`src/logic/flash_mode_pkg.sv`:
```
// Constants and carriers for the flash mode key unlock block
// Contract
// - Read-only idle flag at bit 24: 0 while program or erase runs, else 1.
// - Key 0x5A then 0xA5 enters program/erase mode, setting entry and status bits.
// - Key 0xA5 then 0x5A enters trim mode, setting trim entry and status bits.
// - Key 0x81 then 0x28 sets read-only bus-configuration enable bit 22.
// - Key 0x66 then 0x99 sets read-only protection-access enable bit 21.
// - Key 0x39 then 0x7D sets read-only factory test enable bit 23.
// - Protection register access is blocked unless protection-access enable is 1.
// - Test control field writes are ignored unless factory test enable is 1.
// - Bus-configuration settings change only while its enable bit reads 1.
// - Program/erase status bit 8 is set together with entry bit 9.
// - Trim status bit 16 is set together with trim entry bit 17.
// - Mode register is one 32-bit word; only key field writable.
// - Control word bits 17:0 writable only while program/erase entry is active.
// - Control bits 30:28 need trim mode; bits 31 and 27:24 need bus-config mode.
`default_nettype none
package flash_mode_pkg;
    localparam logic [31:0] MODE_REG_ADDR     = 32'h40000104;
    localparam logic [31:0] CTRL_REG_ADDR     = 32'h40000108;
    localparam logic [31:0] WPROT_REG_ADDR    = 32'h40000178;
    localparam logic [31:0] RPROT_REG_ADDR    = 32'h4000017C;
    localparam logic [31:0] MODE_RESET        = 32'h01000000;
    localparam logic [31:0] CTRL_RESET        = 32'h05000000;
    localparam logic [31:0] WPROT_RESET       = 32'h00FFFF00;
    localparam logic [31:0] RPROT_RESET       = 32'h000000FF;
    localparam int          IDLE_BIT          = 24;
    localparam int          TEST_EN_BIT       = 23;
    localparam int          BUSCFG_EN_BIT     = 22;
    localparam int          PROT_EN_BIT       = 21;
    localparam int          TRIM_ENTRY_BIT    = 17;
    localparam int          TRIM_STATUS_BIT   = 16;
    localparam int          PE_ENTRY_BIT      = 9;
    localparam int          PE_STATUS_BIT     = 8;
    localparam int          PGM_BIT           = 2;
    localparam int          ERS_BIT           = 1;
    localparam logic [31:0] CTRL_PE_MASK      = 32'h0003FFFF;
    localparam logic [31:0] CTRL_TRIM_MASK    = 32'h70000000;
    localparam logic [31:0] CTRL_BUSCFG_MASK  = 32'h8F000000;
    localparam logic [31:0] CTRL_TEST_MASK    = 32'h00030000;
    localparam int          NUM_MODES         = 5;
    localparam logic [7:0]  KEY_PE_1          = 8'h5A;
    localparam logic [7:0]  KEY_PE_2          = 8'hA5;
    localparam logic [7:0]  KEY_TRIM_1        = 8'hA5;
    localparam logic [7:0]  KEY_TRIM_2        = 8'h5A;
    localparam logic [7:0]  KEY_BUSCFG_1      = 8'h81;
    localparam logic [7:0]  KEY_BUSCFG_2      = 8'h28;
    localparam logic [7:0]  KEY_PROT_1        = 8'h66;
    localparam logic [7:0]  KEY_PROT_2        = 8'h99;
    localparam logic [7:0]  KEY_TEST_1        = 8'h39;
    localparam logic [7:0]  KEY_TEST_2        = 8'h7D;
    // Mode index order: program/erase, trim, bus-config, protection, test
    localparam logic [NUM_MODES*8-1:0] FIRST_KEYS  = {KEY_TEST_1, KEY_PROT_1,
        KEY_BUSCFG_1, KEY_TRIM_1, KEY_PE_1};
    localparam logic [NUM_MODES*8-1:0] SECOND_KEYS = {KEY_TEST_2, KEY_PROT_2,
        KEY_BUSCFG_2, KEY_TRIM_2, KEY_PE_2};

    typedef struct packed {
        logic [31:0] addr;
        logic [31:0] wdata;
        logic        wr;
        logic        rd;
    } reg_req_t;

    typedef struct packed {
        logic prog_erase;
        logic trim;
        logic bus_config;
        logic protection;
        logic factory_test;
    } mode_flags_t;
endpackage
`default_nettype wire

```
`src/logic/key_sequence_detect.sv`:
```
// Two-byte key pair detector for the mode unlock sequences
`timescale 1ns/100ps
`default_nettype none
module key_sequence_detect (
    input  wire logic                                   ref_clk,   // Clock
    input  wire logic                                   srst,      // Sync reset
    input  wire logic                                   key_wr,    // Key byte written
    input  wire logic [7:0]                             key_byte,  // Written key
    output logic      [flash_mode_pkg::NUM_MODES-1:0]   grant      // Pair complete
);
    typedef struct packed {
        logic [flash_mode_pkg::NUM_MODES-1:0] armed;
    } det_state_t;

    det_state_t state_reg;
    det_state_t state_next;
    logic [flash_mode_pkg::NUM_MODES-1:0] first_hit;
    logic [flash_mode_pkg::NUM_MODES-1:0] second_hit;

    genvar g;
    generate
        for (g = 0; g < flash_mode_pkg::NUM_MODES; g++) begin : g_mode
            assign first_hit[g]  = key_byte == flash_mode_pkg::FIRST_KEYS[g*8 +: 8];
            assign second_hit[g] = key_byte == flash_mode_pkg::SECOND_KEYS[g*8 +: 8];
            assign grant[g]      = key_wr && state_reg.armed[g] && second_hit[g];
        end
    endgenerate

    always_comb begin
        state_next = state_reg;
        // Every key write rearms from scratch, so pairs must be adjacent
        if (key_wr) begin
            state_next.armed = first_hit;
        end
    end

    always_ff @(posedge ref_clk) begin
        if (srst) begin
            state_reg <= '0;
        end else begin
            state_reg <= state_next;
        end
    end
endmodule // key_sequence_detect
`default_nettype wire

```
`src/logic/flash_mode_key_unlock.sv`:
```
// Flash mode register, key unlock and gated control/protection registers
`timescale 1ns/100ps
`default_nettype none
module flash_mode_key_unlock (
    input  wire logic        ref_clk,          // 100 MHz clock
    input  wire logic        srst,             // Sync reset, active high
    input  wire logic [31:0] reg_addr,         // Register byte address
    input  wire logic [31:0] reg_wdata,        // Write data
    input  wire logic        reg_wr,           // Write strobe
    input  wire logic        reg_rd,           // Read strobe
    input  wire logic        op_busy,          // Program/erase engine busy
    output logic      [31:0] reg_rdata,        // Read data, cycle after strobe
    output logic      [31:0] flash_control_word, // Control register value
    output logic      [31:0] write_prot_word,  // Write protection register
    output logic      [31:0] read_prot_word,   // Read protection register
    output logic      [4:0]  mode_enables      // PE, trim, buscfg, prot, test
);
    typedef struct packed {
        flash_mode_pkg::mode_flags_t modes;
        logic                        idle;
        logic [7:0]                  key;
        logic [31:0]                 ctrl;
        logic [31:0]                 wprot;
        logic [31:0]                 rprot;
        logic [31:0]                 rdata;
        logic [4:0]                  en_out;
    } top_state_t;

    top_state_t                  state_reg;
    top_state_t                  state_next;
    flash_mode_pkg::reg_req_t    req;
    logic [4:0]                  grant;
    logic                        key_wr;
    logic [31:0]                 mode_word;
    logic [31:0]                 ctrl_mask;

    assign req    = '{addr: reg_addr, wdata: reg_wdata, wr: reg_wr, rd: reg_rd};
    assign key_wr = req.wr && (req.addr == flash_mode_pkg::MODE_REG_ADDR);

    key_sequence_detect u_keys (
        .ref_clk  (ref_clk),
        .srst     (srst),
        .key_wr   (key_wr),
        .key_byte (req.wdata[7:0]),
        .grant    (grant)
    );

    // Assembled mode word: only the key byte is software-written
    always_comb begin
        mode_word = '0;
        mode_word[7:0]                            = state_reg.key;
        mode_word[flash_mode_pkg::IDLE_BIT]       = state_reg.idle;
        mode_word[flash_mode_pkg::TEST_EN_BIT]    = state_reg.modes.factory_test;
        mode_word[flash_mode_pkg::BUSCFG_EN_BIT]  = state_reg.modes.bus_config;
        mode_word[flash_mode_pkg::PROT_EN_BIT]    = state_reg.modes.protection;
        mode_word[flash_mode_pkg::TRIM_ENTRY_BIT] = state_reg.modes.trim;
        mode_word[flash_mode_pkg::TRIM_STATUS_BIT] = state_reg.modes.trim;
        mode_word[flash_mode_pkg::PE_ENTRY_BIT]   = state_reg.modes.prog_erase;
        mode_word[flash_mode_pkg::PE_STATUS_BIT]  = state_reg.modes.prog_erase;
    end

    // Per-field write mask of the control word from the active modes
    always_comb begin
        ctrl_mask = '0;
        if (state_reg.modes.prog_erase) begin
            ctrl_mask = ctrl_mask | flash_mode_pkg::CTRL_PE_MASK;
        end
        if (!state_reg.modes.factory_test) begin
            ctrl_mask = ctrl_mask & ~flash_mode_pkg::CTRL_TEST_MASK;
        end
        if (state_reg.modes.trim) begin
            ctrl_mask = ctrl_mask | flash_mode_pkg::CTRL_TRIM_MASK;
        end
        if (state_reg.modes.bus_config) begin
            ctrl_mask = ctrl_mask | flash_mode_pkg::CTRL_BUSCFG_MASK;
        end
    end

    always_comb begin
        state_next       = state_reg;
        state_next.rdata = '0;
        // Idle low while program or erase is underway
        state_next.idle  = !(op_busy || state_reg.ctrl[flash_mode_pkg::PGM_BIT]
                             || state_reg.ctrl[flash_mode_pkg::ERS_BIT]);
        if (key_wr) begin
            state_next.key = req.wdata[7:0];
        end
        if (grant[0]) begin
            state_next.modes.prog_erase = 1'b1;
        end
        if (grant[1]) begin
            state_next.modes.trim = 1'b1;
        end
        if (grant[2]) begin
            state_next.modes.bus_config = 1'b1;
        end
        if (grant[3]) begin
            state_next.modes.protection = 1'b1;
        end
        if (grant[4]) begin
            state_next.modes.factory_test = 1'b1;
        end
        if (req.wr) begin
            case (req.addr)
                flash_mode_pkg::CTRL_REG_ADDR: begin
                    state_next.ctrl = (state_reg.ctrl & ~ctrl_mask)
                                    | (req.wdata & ctrl_mask);
                end
                flash_mode_pkg::WPROT_REG_ADDR: begin
                    if (state_reg.modes.protection) begin
                        state_next.wprot = req.wdata;
                    end
                end
                flash_mode_pkg::RPROT_REG_ADDR: begin
                    if (state_reg.modes.protection) begin
                        state_next.rprot = req.wdata;
                    end
                end
                default: begin
                end
            endcase
        end
        if (req.rd) begin
            case (req.addr)
                flash_mode_pkg::MODE_REG_ADDR: begin
                    state_next.rdata = mode_word;
                end
                flash_mode_pkg::CTRL_REG_ADDR: begin
                    state_next.rdata = state_reg.ctrl;
                end
                flash_mode_pkg::WPROT_REG_ADDR: begin
                    state_next.rdata = state_reg.modes.protection ? state_reg.wprot
                                                                  : '0;
                end
                flash_mode_pkg::RPROT_REG_ADDR: begin
                    state_next.rdata = state_reg.modes.protection ? state_reg.rprot
                                                                  : '0;
                end
                default: begin
                    state_next.rdata = '0;
                end
            endcase
        end
        state_next.en_out = {state_next.modes.prog_erase, state_next.modes.trim,
                             state_next.modes.bus_config, state_next.modes.protection,
                             state_next.modes.factory_test};
    end

    always_ff @(posedge ref_clk) begin
        if (srst) begin
            state_reg       <= '0;
            state_reg.idle  <= flash_mode_pkg::MODE_RESET[flash_mode_pkg::IDLE_BIT];
            state_reg.ctrl  <= flash_mode_pkg::CTRL_RESET;
            state_reg.wprot <= flash_mode_pkg::WPROT_RESET;
            state_reg.rprot <= flash_mode_pkg::RPROT_RESET;
        end else begin
            state_reg <= state_next;
        end
    end

    assign reg_rdata          = state_reg.rdata;
    assign flash_control_word = state_reg.ctrl;
    assign write_prot_word    = state_reg.wprot;
    assign read_prot_word     = state_reg.rprot;
    assign mode_enables       = state_reg.en_out;
endmodule // flash_mode_key_unlock
`default_nettype wire

```
`config.mk`:
```
export PLATFORM = sky130hd
export DESIGN_NAME = flash_mode_key_unlock
export DESIGN_NICKNAME = d
export VERILOG_FILES = /design/src/logic/flash_mode_pkg.sv /design/src/logic/key_sequence_detect.sv /design/src/logic/flash_mode_key_unlock.sv
export SDC_FILE = /design/constraint.sdc
export NUM_CORES = 1
export LEC_CHECK = 0
export ABC_AREA = 1
export BUFFER_PORTS_ARGS = -buffer_cell sky130_fd_sc_hd__buf_4
export CORE_UTILIZATION = 40
export CTS_CLUSTER_DIAMETER = 150
export DETAILED_ROUTE_END_ITERATION = 8
export GPL_TIMING_DRIVEN = 0
export PLACE_DENSITY = 0.8
export SLEW_MARGIN = 20
export SYNTH_ARGS = -nofsm -noshare
export SYNTH_HDL_FRONTEND = slang
export SYNTH_SLANG_ARGS = --single-unit
```
`constraint.sdc`:
```
create_clock -name ref_clk -period 1.4 [get_ports ref_clk]
set_input_delay 0.07 -clock ref_clk [delete_from_list [all_inputs] [get_ports ref_clk]]
set_output_delay 0.07 -clock ref_clk [all_outputs]
set_load 0.05 [all_outputs]
```
[Word level (Yosys, flattened, before mapping)]
Index checks and enable logic that the tools add are counted.
Cells by class
  $add $sub $neg: 0
  multipliers: 0
  divide/modulo/power cells: 0
  $lt $le $gt $ge: 0
  eq/ne operators: 12
  shift-type cells: 0
  mux-type cells: 12
  bitwise logic cells: 5
  reduce and logical (&&, ||, !) cells: 18
Operators with widths (number)
  equality test 32 x 31 -> 1 bit, second input constant: 4
  one-hot mux 32 bit (4 select lines): 1
  2-to-1 mux 32 bit: 3
  bitwise AND 32 bit: 2
  2-to-1 mux 18 bit: 2
  inverter 32 bit: 1
  bitwise OR 32 bit: 1
  2-to-1 mux 31 bit: 1
  equality test 8 x 7 -> 1 bit, second input constant: 3
  equality test 8 bit, second input constant: 3
  equality test 8 x 6 -> 1 bit, second input constant: 2
  logical AND 1 bit: 11
  AND reduction 3 bit: 2
  2-to-1 mux 1 bit: 5
  logical OR 1 bit: 2
  AND reduction 2 bit: 1
  OR reduction 2 bit: 1
  logical NOT 1 bit: 1
  inverter 1 bit: 1
Storage, ports and cells
  register bits: 152
  bits in latches: 0
  memory bits (writable): 0
  memory bits (read-only): 0
  word-level logic and storage cells: 60
  memories kept: 0

[Depth between registers and ports, before layout]
Gate-level depths: netlist of run 1.
  depth after elaboration: 7
  gate-level depth with buffers: 12

[Modules after synthesis]
A second synthesis of run 1 with hierarchy kept.
Unflattened totals
  cell total of the unflattened synthesis: 937
  area total of the unflattened synthesis: 6503.7 sq um
Modules (own cells, without submodules)
  flash_mode_key_unlock: instances 1, cells each 875, area each 6132.1 sq um, sequential area each 2722.6 sq um
  key_sequence_detect: instances 1, cells each 62, area each 371.6 sq um, sequential area each 100.1 sq um

[Worst setup path after synthesis of run 1]
No wires, ideal clock.
  kind: register to register
  start: register, netlist name mode_enables[1]
  end: register state_reg, in the netlist reg_rdata[20]
  setup time: 0.071 ns
  arrival time: 1.247 ns
  path slack: 0.083 ns
  stages on the path, launching flop included: 6
  buffers on the path: 3
  path through: dfxtp_1 > clkbuf_1 > clkbuf_1 > buf_1 > nand3_1 > a21oi_1
RTL lines
  end signal: assignment: line flash_mode_key_unlock.sv:157  | state_reg <= state_next;
  end: declaration: line flash_mode_key_unlock.sv:29  | top_state_t state_reg;

==> summary.md, run 1 <==
| Metric | Value |
|---|---|
| Layout Nets | around 1200 |
| Cells along the critical path | nand2_1 > inv_2 > nand2_4 > inv_2 > buf_6 > buf_6 > a21oi_1 |
| Buffer depth of the longest clock path | 2 |
| P&R area growth vs syn | 43.6% |
| Layout cells sized above 1 | 0.261 |
| Status | finished clean |
| Final slew viol count | 0 |
| CP max-delay cell | dfxtp_4 |
| Cell Area, Synth | 6330 sq um |
| Mapped Avg Cell Area | 7.07 sq um |
| Required @ worst endpoint | 1.71 ns |
| First-pass GRT wire length | between 30 and 40 mm |
| Clk_lat worst skew | 0.43 ns |
| Dpl cells | 1303 |
| HP Class | in2reg |
| CTS tree | built |
| Final hold slack | 0.00181 ns |
| Drt pass-1 iters | 6 |
| Root Driver | clkbuf_16 |
| Setup crit start kind | flip-flop |
| Number of I/O port buffers | around 190 |
| Worst Path Max Fanout | 10 |
| Row count | 45 |
| Starting density of the core | 0.413 |
| Routed WL | 23.5 mm |
| Crit path largest cell delay | approximately 0.37 ns |
| DIE AREA | about 16000 sq um |
| Maximum VDD drop | just under 1 mV |
| Power per cell area | 1040 nW/um^2 |
| Final Critical Period | ~1.3 ns |
| Main synth FF type | dfxtp_1 |
| Die Width | 128 microns |
| Number of synthesized flops with an enable pin | 0 |
| Die H | 128 microns |
| Yosys warnings | 0 |
| Worst R2R Setup Slack | 0.07 ns |
| CTS sink cnt | around 140 |
| Initial antenna violation count | 1 |
| Reg2Reg Capture Point | write_prot_word[5]$_SDFFE_PP0P_ |
| Slew @ Worst Pin | 0.801 ns |
| Iter 0 DRT Violations | 888 |
| Relative slew margins | 0.466 |
| GRT Residual Overflow | 0 |
| Synthesis-stage register bit count | 141 |
| Worst R2R Path Depth | 7 |
| Leading cell type in the layout, fill and taps excluded | nand2_1 |
| Largest net degree at the start of global routing | 17 |
| Num CTS Buffers | 17 |
| H-Tree Depth | 4 |
| Dpl hpwl | 16.3 mm |
| Synth Instances | 895 |
| ANT nets after route | 0 |
| GRT Overall Usage | 0.287 |
| Final worst-path cycle share | 0.948 |
| Clock skew | 0.00541 ns |
| Sequential cell area fraction in the yosys report | 0.446 |
| DRC Markers | 0 |
| Crit path kind | reg2reg |
| Min-delay src | srst |
| Place WS | -0.670 ns |
| Setup Viol. Count Final | 0 |
| IO Pins | 202 |
| Reg2reg start | mode_enables[1]$_SDFF_PP0_ |
| Lkg Pwr | 4.54 nW |
| Worst-path clk slew | 0.06 ns |
| Fmax | 753 MHz |
| Via density | 5.36 |
| Yosys cell types | 27 |
| Final setup margin | 0.0728 ns |
| CP endpoint kind | flip-flop |
| Hold Path Depth | 2 |
| Hold path endpoint | write_prot_word[26]$_SDFFE_PP0P_ |
| Asr flop ratio synth | 0 |
| Final Non-Filler Cells | 1367 |
| Final GP Congestion | 0.932 |
| CORE AREA | 15300 sq um |
| Routed len/inst | 17.2 microns |
| Number of global-route vias before repair | approximately 6600 |
| Total number of vias | approximately 7300 |
| Commonest non-fill, non-tap cells in the layout | nand2_1, buf_4, dfxtp_1, nor2_1, inv_1 |
| Final Hold Vio Count | 0 |
| WP data arrival | 1.63 ns |
| MaxCap Viol Count | 0 |
==> power by group <==
part	switching [mW]	internal [mW]	leakage, nW
clock	1.73	3.13	0.295
combinational	0.300	0.231	3.11
sequential	0.000321	4.01	1.14
total	2.03	7.38	4.54
==> per-layer routing <==
layer | wire length (microns) | part of all wire | track usage
met3 | 2610 | 0.11 | 0.0668
met4 | 985 | 0.042 | 0.157
met1 | 8880 | 0.38 | 0.347
met5 | 0 | 0 | 0
met2 | 11000 | 0.47 | 0.472
==> through the flow <==
stage / utilization / power (mW) / area [sq um] / setup TNS (ns)
floorplan: - / 4.30 / 6350 / 0
global placement: 0.526 / 4.54 / 8050 / -34.23
detailed placement: 0.526 / 4.54 / 8050 / -39.37
CTS: 0.590 / 9.37 / 9030 / 0
global route: 0.593 / 9.61 / 9090 / -0.00286
finish: 0.593 / 9.41 / 9090 / 0
==> worst max-delay path, delay by kind of cell (launching register included) <==
| kind | cells | cell delay, ns |
|---|---|---|
| buf+inv | 4 | 0.54 |
| flops | 1 | 0.37 |
| simple gates | 2 | 0.19 |
| compound gates | 1 | 0.09 |
==> how the worst max path moves through the flow <==
stage | start | endpoint
final | mode_enables[1]$_SDFF_PP0_ | write_prot_word[5]$_SDFFE_PP0P_
after global routing | mode_enables[1]$_SDFF_PP0_ | read_prot_word[20]$_SDFFE_PP0P_
after CTS | mode_enables[1]$_SDFF_PP0_ | read_prot_word[6]$_SDFFE_PP1P_
after detailed placement | reg_addr[1] | flip-flop
after global placement | reg_addr[1] | flip-flop
after floorplan | mode_enables[1]$_SDFF_PP0_ | reg_rdata[20]$_SDFF_PP0_
==> cell families (layout without fill, tap and decap cells) <==
family | count (synthesis) | in the layout | share of synthesized area
compound gates | 132 | 132 | 0.114
buf+inv | 157 | 412 | 0.115
flops | 141 | 141 | 0.446
other cells | 1 | 7 | 0.000593
simple gates | 464 | 464 | 0.325
==> cells in the mapped netlist (4+ instances only) <==
| cell type | number | area (sq um) |
|---|---|---|
| o21ai_0 | 46 | 230 |
| nor2_1 | 109 | 409 |
| buf_2 | 11 | 55.1 |
| nand2_1 | 221 | 830 |
| a21oi_1 | 63 | 315 |
| inv_2 | 4 | 15.0 |
| nand2_4 | 4 | 45.0 |
| buf_6 | 8 | 90.1 |
| buf_4 | 17 | 128 |
| nand4_1 | 21 | 131 |
| nand3_1 | 88 | 440 |
| dfxtp_1 | 141 | 2820 |
| nand3_2 | 4 | 40.0 |
| o211ai_1 | 22 | 165 |
| clkbuf_1 | 22 | 82.6 |
| inv_1 | 91 | 342 |
==> layout make-up <==
type / instances / area, sq um
Clock inverter: 12 / 195
Tap cell: 211 / 264
Antenna cell: 1 / 2.50
Sequential cell: 141 / 2830
Multi-Input combinational cell: 602 / 2830
Buffer: 60 / 400
Clock buffer: 19 / 433
Fill cell: 1372 / 6230
Inverter: 96 / 363
Timing Repair Buffer: 225 / 1770
==> repair_timing <==
action | in CTS | in global routing
setup buffers | 1 | 0
setup endpoints to repair | 100 | 85
resized for setup | 13 | 22
endpoints found under the hold margin | 80 | 0
pin swaps | 1 | 0
hold buffers | 32 | 0
No activity file was read; power rests on OpenSTA's default activity.
==> run 2: changes to the inputs <==
Settings changed: REMOVE_ABC_BUFFERS set to 1.
==> summary.md, run 2 (same netlist as run 1, synthesis figures left out) <==
| Metric | Value |
|---|---|
| Starting density of the core | 0.413 (unchanged) |
| P&R area growth vs syn | 43.3% |
| Lkg Pwr | 4.42 nW (-2.6%) |
| DR WL met2 | 11.2 mm (+1.6%) |
| Final GP Congestion | 0.813 (-13%) |
| CP endpoint kind | flip-flop |
| Final Critical Period | 1.36 ns (+0.0333 ns) |
| DRC Markers | 0 (unchanged) |
| Reg2Reg Capture Point | write_prot_word[4]$_SDFFE_PP0P_ |
| Drt pass-1 iters | 6 (unchanged) |
| HP Class | in2reg |
| Critical Path Sink | mode_enables[3]$_SDFF_PP0_ |
| Max Used Layer | met4 |
| Final slew viol count | 0 (unchanged) |
| Worst Path Max Fanout | 6 (-4) |
| Iter 0 DRT Violations | 599 (-33%) |
| Status | finished clean |
| Row count | 45 (unchanged) |
| Final Hold Vio Count | 0 (unchanged) |
| CTS tree | built |
| Die Width | 128 microns (unchanged) |
| Worst Setup SP | reg_wdata[2] |
| WP data arrival | 1.71 ns (+0.08 ns) |
| Dpl hpwl | 12.6 mm (-22%) |
| DIE AREA | 16300 sq um (unchanged) |
| GRT Overall Usage | 0.270 (-0.0168) |
| Die H | 128 microns (unchanged) |
| ANT nets after route | 0 (unchanged) |
| Maximum VDD drop | 0.827 mV (-16%) |
| H-Tree Depth | 4 (unchanged) |
| Dpl cells | 1246 (-4.4%) |
| N_diodes | 0 (-1) |
| RSZ-0062 raised after global routing | true |
| Final worst-path cycle share | 0.972 (+0.0238) |
| Final setup margin | 0.0395 ns (-0.0333 ns) |
| Crit path kind | in2reg |
| Largest net degree at the start of global routing | 57 (+40) |
| Buffer depth of the longest clock path | 2 (unchanged) |
| Setup crit start kind | input pin |
| Number of global-route vias before repair | 6082 (-8.3%) |
| Layout Nets | 1181 (-2.6%) |
| Worst R2R Setup Slack | 0.07 ns (about the same) |
| Final core occ | 0.592 (-0.00139) |
| First-pass GRT wire length | 33.3 mm (-5.8%) |
| Routed len/inst | 17.1 microns (-0.43%) |
| Via density | 5.11 (-4.5%) |
| Slew @ Worst Pin | 0.577 ns (-0.223 ns) |
| Fmax | 735 MHz (-2.4%) |
| Worst-path clk slew | 0.06 ns (about the same) |
| Initial antenna violation count | 0 (-1) |
| Power per cell area | 1010 nW/um^2 (-2.9%) |
| Root Driver | clkbuf_16 |
| Leading cell type in the layout, fill and taps excluded | nand2_1 |
| CORE AREA | 15300 sq um (unchanged) |
| Met1 WL | 9.58 mm (+7.9%) |
| # fillers | 1446 (+5.4%) |
| Layout cells sized above 1 | 0.258 (-0.00283) |
| Reg2reg start | mode_enables[1]$_SDFF_PP0_ |
| Place WS | -1.60 ns (-0.933 ns) |
| GRT Residual Overflow | 0 (unchanged) |
| Met3 Wirelength | 1.84 mm (-29%) |
| Relative slew margins | 0.614 (+0.148) |
| Required @ worst endpoint | 1.75 ns (+0.04 ns) |
| Clock skew | 0.00785 ns (+0.00244 ns) |
| Final Non-Filler Cells | 1336 (-2.3%) |
| Number of I/O port buffers | 195 (+1.6%) |
| Clk_lat worst skew | 0.42 ns (about the same) |
| Commonest non-fill, non-tap cells in the layout | nand2_1, buf_4, dfxtp_1, nor2_1, inv_1 |
| Num CTS Buffers | 17 (unchanged) |
| Setup Viol. Count Final | 0 (unchanged) |
| Total number of vias | 6832 (-6.7%) |
| IO Pins | 202 (unchanged) |
| MaxCap Viol Count | 0 (unchanged) |
| Worst R2R Path Depth | 5 (-2) |
| Routed WL | 22.8 mm (-2.7%) |
| CTS sink cnt | 141 (unchanged) |
-- run 2: repair_timing --
| item | in CTS | in global routing |
|---|---|---|
| buffers inserted | 15 | 3 |
| endpoints found under the setup margin | 114 | 80 |
| hold buffers | 33 | 0 |
| endpoints found under the hold margin | 83 | 0 |
| pin swaps | 4 | 4 |
| gates cloned | 3 | 4 |
| gates resized for setup | 24 | 14 |
-- run 2: how the worst min path moves through the flow --
stage | endpoint | startpoint | depth (start not counted)
floorplan | flip-flop | srst | 1
detailed placement | write_prot_word[21]$_SDFFE_PP1P_ | reg_wdata[21] | 3
CTS | flip-flop | reg_wr | 3
global route | flip-flop | reg_wr | 3
global placement | write_prot_word[20]$_SDFFE_PP1P_ | reg_wdata[20] | 3
finish | flip-flop | reg_wr | 3
-- run 2: cell type report --
class	count	area [sq um]	share of cell area
multi-input combinational	607	2940	0.324
clock inverter	14	160	0.0177
timing repair buffer	247	2010	0.222
sequential	141	2830	0.312
timing repair inverter	2	17.5	0.00193
clock buffer	18	439	0.0484
tap	211	264	0.0291
inverter	96	408	0.0450
-- run 2: critical path, cell delays in order --
cell and delay [ns]:
dlygate4sd3_1 0.55, buf_4 0.16, inv_1 0.19, nand2_1 0.10, nor4_1 0.38, nand3_1 0.13, a21oi_1 0.13
-- run 2: where the power goes --
group	total (mW)	leakage, nW	switching, mW	internal [mW]
Clock	4.60	0.282	1.89	2.71
Sequential	4.01	1.14	0.000485	4.01
Combinational	0.505	3.00	0.282	0.223
Total	9.11	4.42	2.17	6.94
-- run 2: layer usage --
layer  GRT usage  vias up
met1       0.345     3173
met2       0.465      329
met5           0        -
li1            -     3303
met4      0.0685        0
met3      0.0551       27
-- run 2: per-stage QoR --
step                      power (mW)  setup TNS, ns  instance area, sq um  hold WS (ns)
final                           9.11              0                  9060        0.0347
after global routing            9.37        -0.0515                  9060        0.0380
after CTS                       9.13              0                  8940        0.0202
after detailed placement        4.51        -125.43                  7730         0.287
after global placement          4.50        -263.46                  7710         0.282
after floorplan                 4.26        -109.82                  5980         0.139
==> run 3: changes to the inputs <==
Settings changed: CTS_BUF_LIST set to sky130_fd_sc_hd__clkbuf_8.
==> summary.md, run 3 (same netlist as run 1, synthesis figures left out) <==
| Metric | Value |
|---|---|
| Place WS | -1.60 ns (unchanged) |
| ANT nets after route | 0 (unchanged) |
| Final worst-path cycle share | 0.955 (-0.0165) |
| Worst R2R Path Depth | 6 (+1) |
| Final setup margin | 0.0626 ns (+0.0231 ns) |
| RSZ-0062 raised after global routing | true |
| Switching Share | 0.256 (+0.0175) |
| CP endpoint kind | flip-flop |
| Number of I/O port buffers | 195 (unchanged) |
| Reg2reg start | mode_enables[1]$_SDFF_PP0_ |
| Met2 usage | 0.458 (-0.00671) |
| Starting density of the core | 0.413 (unchanged) |
| Root Driver | clkbuf_8 |
| Layout Nets | 1180 (-0.085%) |
| Delay-heaviest family, CP | buffers and inverters |
| CORE AREA | 15300 sq um (unchanged) |
| Row count | 45 (unchanged) |
| Min-delay src | srst |
| Worst R2R Setup Slack | 0.08 ns (about the same) |
| N_diodes | 0 (unchanged) |
| CTS sink cnt | 141 (unchanged) |
| GRT busiest layer | met2 |
| Reg power frac | 0.505 (+0.065) |
| Status | finished clean |
| H-Tree Depth | 4 (unchanged) |
| Number of global-route vias before repair | 6054 (-0.46%) |
| GRT Overall Usage | 0.265 (-0.00537) |
| Crit path largest cell delay | 0.53 ns (-0.02 ns) |
| CP max-delay cell | dlygate4sd3_1 |
| Drt pass-1 iters | 5 (-1) |
| Met1 Resource Use GR | 0.334 (-0.0114) |
| Commonest non-fill, non-tap cells in the layout | nand2_1, buf_4, dfxtp_1, nor2_1, inv_1 |
| Relative slew margins | 0.418 (-0.196) |
| Die Width | 128 microns (unchanged) |
| Comb pwr share | 0.065 (+0.010) |
| Initial antenna violation count | 0 (unchanged) |
| P&R area growth vs syn | 39.4% |
| Routed len/inst | 16.4 microns (-4.1%) |
| IO Pins | 202 (unchanged) |
| Worst-path clk slew | 0.09 ns (+0.03 ns) |
| Setup crit start kind | input pin |
| Power per cell area | 899 nW/um^2 (-11%) |
| HP Class | in2reg |
| Iter 0 DRT Violations | 468 (-22%) |
| Die H | 128 microns (unchanged) |
| Clock power frac | 0.430 (-0.075) |
| Crit path kind | in2reg |
| Cells along the critical path | dlygate4sd3_1 > buf_4 > nand2_1 > inv_2 > nand2_8 > inv_16 > o21ai_0 > a21oi_1 |
| Worst path bufs/invs | 4 (+1) |
| Clock skew | 0.0103 ns (+0.00243 ns) |
| Met3 usage in global routing | 0.0501 (-0.00501) |
| Setup Viol. Count Final | 0 (unchanged) |
| GRT Residual Overflow | 0 (unchanged) |
| Final hold slack | 0.0258 ns (-0.00890 ns) |
| Leading cell type in the layout, fill and taps excluded | nand2_1 |
| Hold Path Depth | 3 (unchanged) |
| Num CTS Buffers | 17 (unchanged) |
| Via density | 5.05 (-1.3%) |
| MaxCap Viol Count | 0 (unchanged) |
| First-pass GRT wire length | 32.7 mm (-1.7%) |
| WP data arrival | 1.73 ns (+0.02 ns) |
| Dpl hpwl | 12.6 mm (unchanged) |
| Fmax | 748 MHz (+1.7%) |
| CTS tree | built |
| Lkg Pwr | 4.33 nW (-2.1%) |
| Total number of vias | 6736 (-1.4%) |
| Psw | 2.03 mW (-6.6%) |
| Total power | 7.93 mW (-13%) |
| DIE AREA | 16300 sq um (unchanged) |
| Final Critical Period | 1.34 ns (-0.0231 ns) |
| Routed WL | 21.9 mm (-4.2%) |
| Clk_lat worst skew | 0.46 ns (+0.04 ns) |
| Slew @ Worst Pin | 0.869 ns (+0.292 ns) |
| Reg2Reg Capture Point | read_prot_word[28]$_SDFFE_PP0P_ |
| Hold path endpoint | write_prot_word[16]$_SDFFE_PP1P_ |
| Maximum VDD drop | 0.532 mV (-36%) |
| Final GP Congestion | 0.813 (unchanged) |
| Final Hold Vio Count | 0 (unchanged) |
| Buffer depth of the longest clock path | 2 (unchanged) |
| DRC Markers | 0 (unchanged) |
| Worst Path Max Fanout | 38 (+32) |
| Largest net degree at the start of global routing | 57 (unchanged) |
| Internal power | 5.90 mW (-15%) |
| Layout cells sized above 1 | 0.254 (-0.00422) |
| Required @ worst endpoint | 1.79 ns (+0.04 ns) |
| Final slew viol count | 0 (unchanged) |
| Final core occ | 0.576 (-0.0159) |
## run 3: cell count changes in the layout (fill, tap and decap cells not counted)
cell | previous run | this run
buf_12 | 5 | 3
buf_4 | 207 | 208
buf_6 | 1 | 0
clkbuf_16 | 17 | 0
clkbuf_8 | 1 | 18
dlygate4sd3_1 | 33 | 37
inv_6 | 5 | 3
nand2_2 | 2 | 3
nand2_4 | 7 | 6
nand2_8 | 3 | 2
nor2_2 | 5 | 6
nor2_4 | 6 | 5
## run 3: per-stage QoR
step / area (sq um) / cells / setup TNS, ns
after floorplan: 5980 / 839 / -109.82
after global placement: 7710 / 1245 / -263.46
after detailed placement: 7730 / 1246 / -125.43
after CTS: 8730 / 1328 / 0
after global routing: 8820 / 1335 / -0.0660
final: 8820 / 1335 / 0
## run 3: what timing repair did
action,in CTS,in global routing
setup endpoints to repair,112,67
buffers inserted,11,5
hold buffers,37,0
resized for setup,22,12
endpoints found under the hold margin,103,0
cloned,2,2
pin swaps,4,4
## run 3: worst max-delay path by stage
| stage | from | endpoint | slack, ns | cells past startpoint |
|---|---|---|---|---|
| final | reg_wr | read_prot_word[28]$_SDFFE_PP0P_ | 0.06 | 8 |
| after global routing | reg_wr | write_prot_word[0]$_SDFFE_PP0P_ | -0.02 | 8 |
| after floorplan | mode_enables[1]$_SDFF_PP0_ | write_prot_word[0]$_SDFFE_PP0P_ | -1.37 | 6 |
| after CTS | mode_word[8]$_SDFF_PP0_ | mode_enables[4] | 0.01 | 1 |
| after global placement | srst | reg_rdata[21]$_SDFF_PP0_ | -3.13 | 6 |
| after detailed placement | reg_addr[27] | write_prot_word[29]$_SDFFE_PP0P_ | -1.60 | 10 |
## run 3: cell type report
type	count	area, sq um
Multi-Input combinational cell	606	2910
Clock inverter	14	160
Fill cell	1462	6490
Timing Repair Buffer	249	2010
Tap cell	211	264
Inverter	96	408
Clock buffer	18	248
Sequential cell	141	2830
## run 3: metal layers
layer / wire length, microns / share of wire
met5: 0 / 0
met4: 371 / 0.017
met3: 1580 / 0.072
met2: 10700 / 0.49
met1: 9260 / 0.42
## run 3: power groups by stage
stage	clock, mW	sequential (mW)	combinational, mW
after floorplan	0	4.10	0.154
after global placement	0	4.10	0.401
after detailed placement	0	4.10	0.413
after CTS	3.44	4.01	0.505
after global routing	3.59	4.01	0.553
final	3.41	4.01	0.512
## run 3: tightest hold or removal path, delay by kind of cell
kind / cells / cell delay [ns]
simple gates: 1 / 0.12
buf+inv: 2 / 0.27
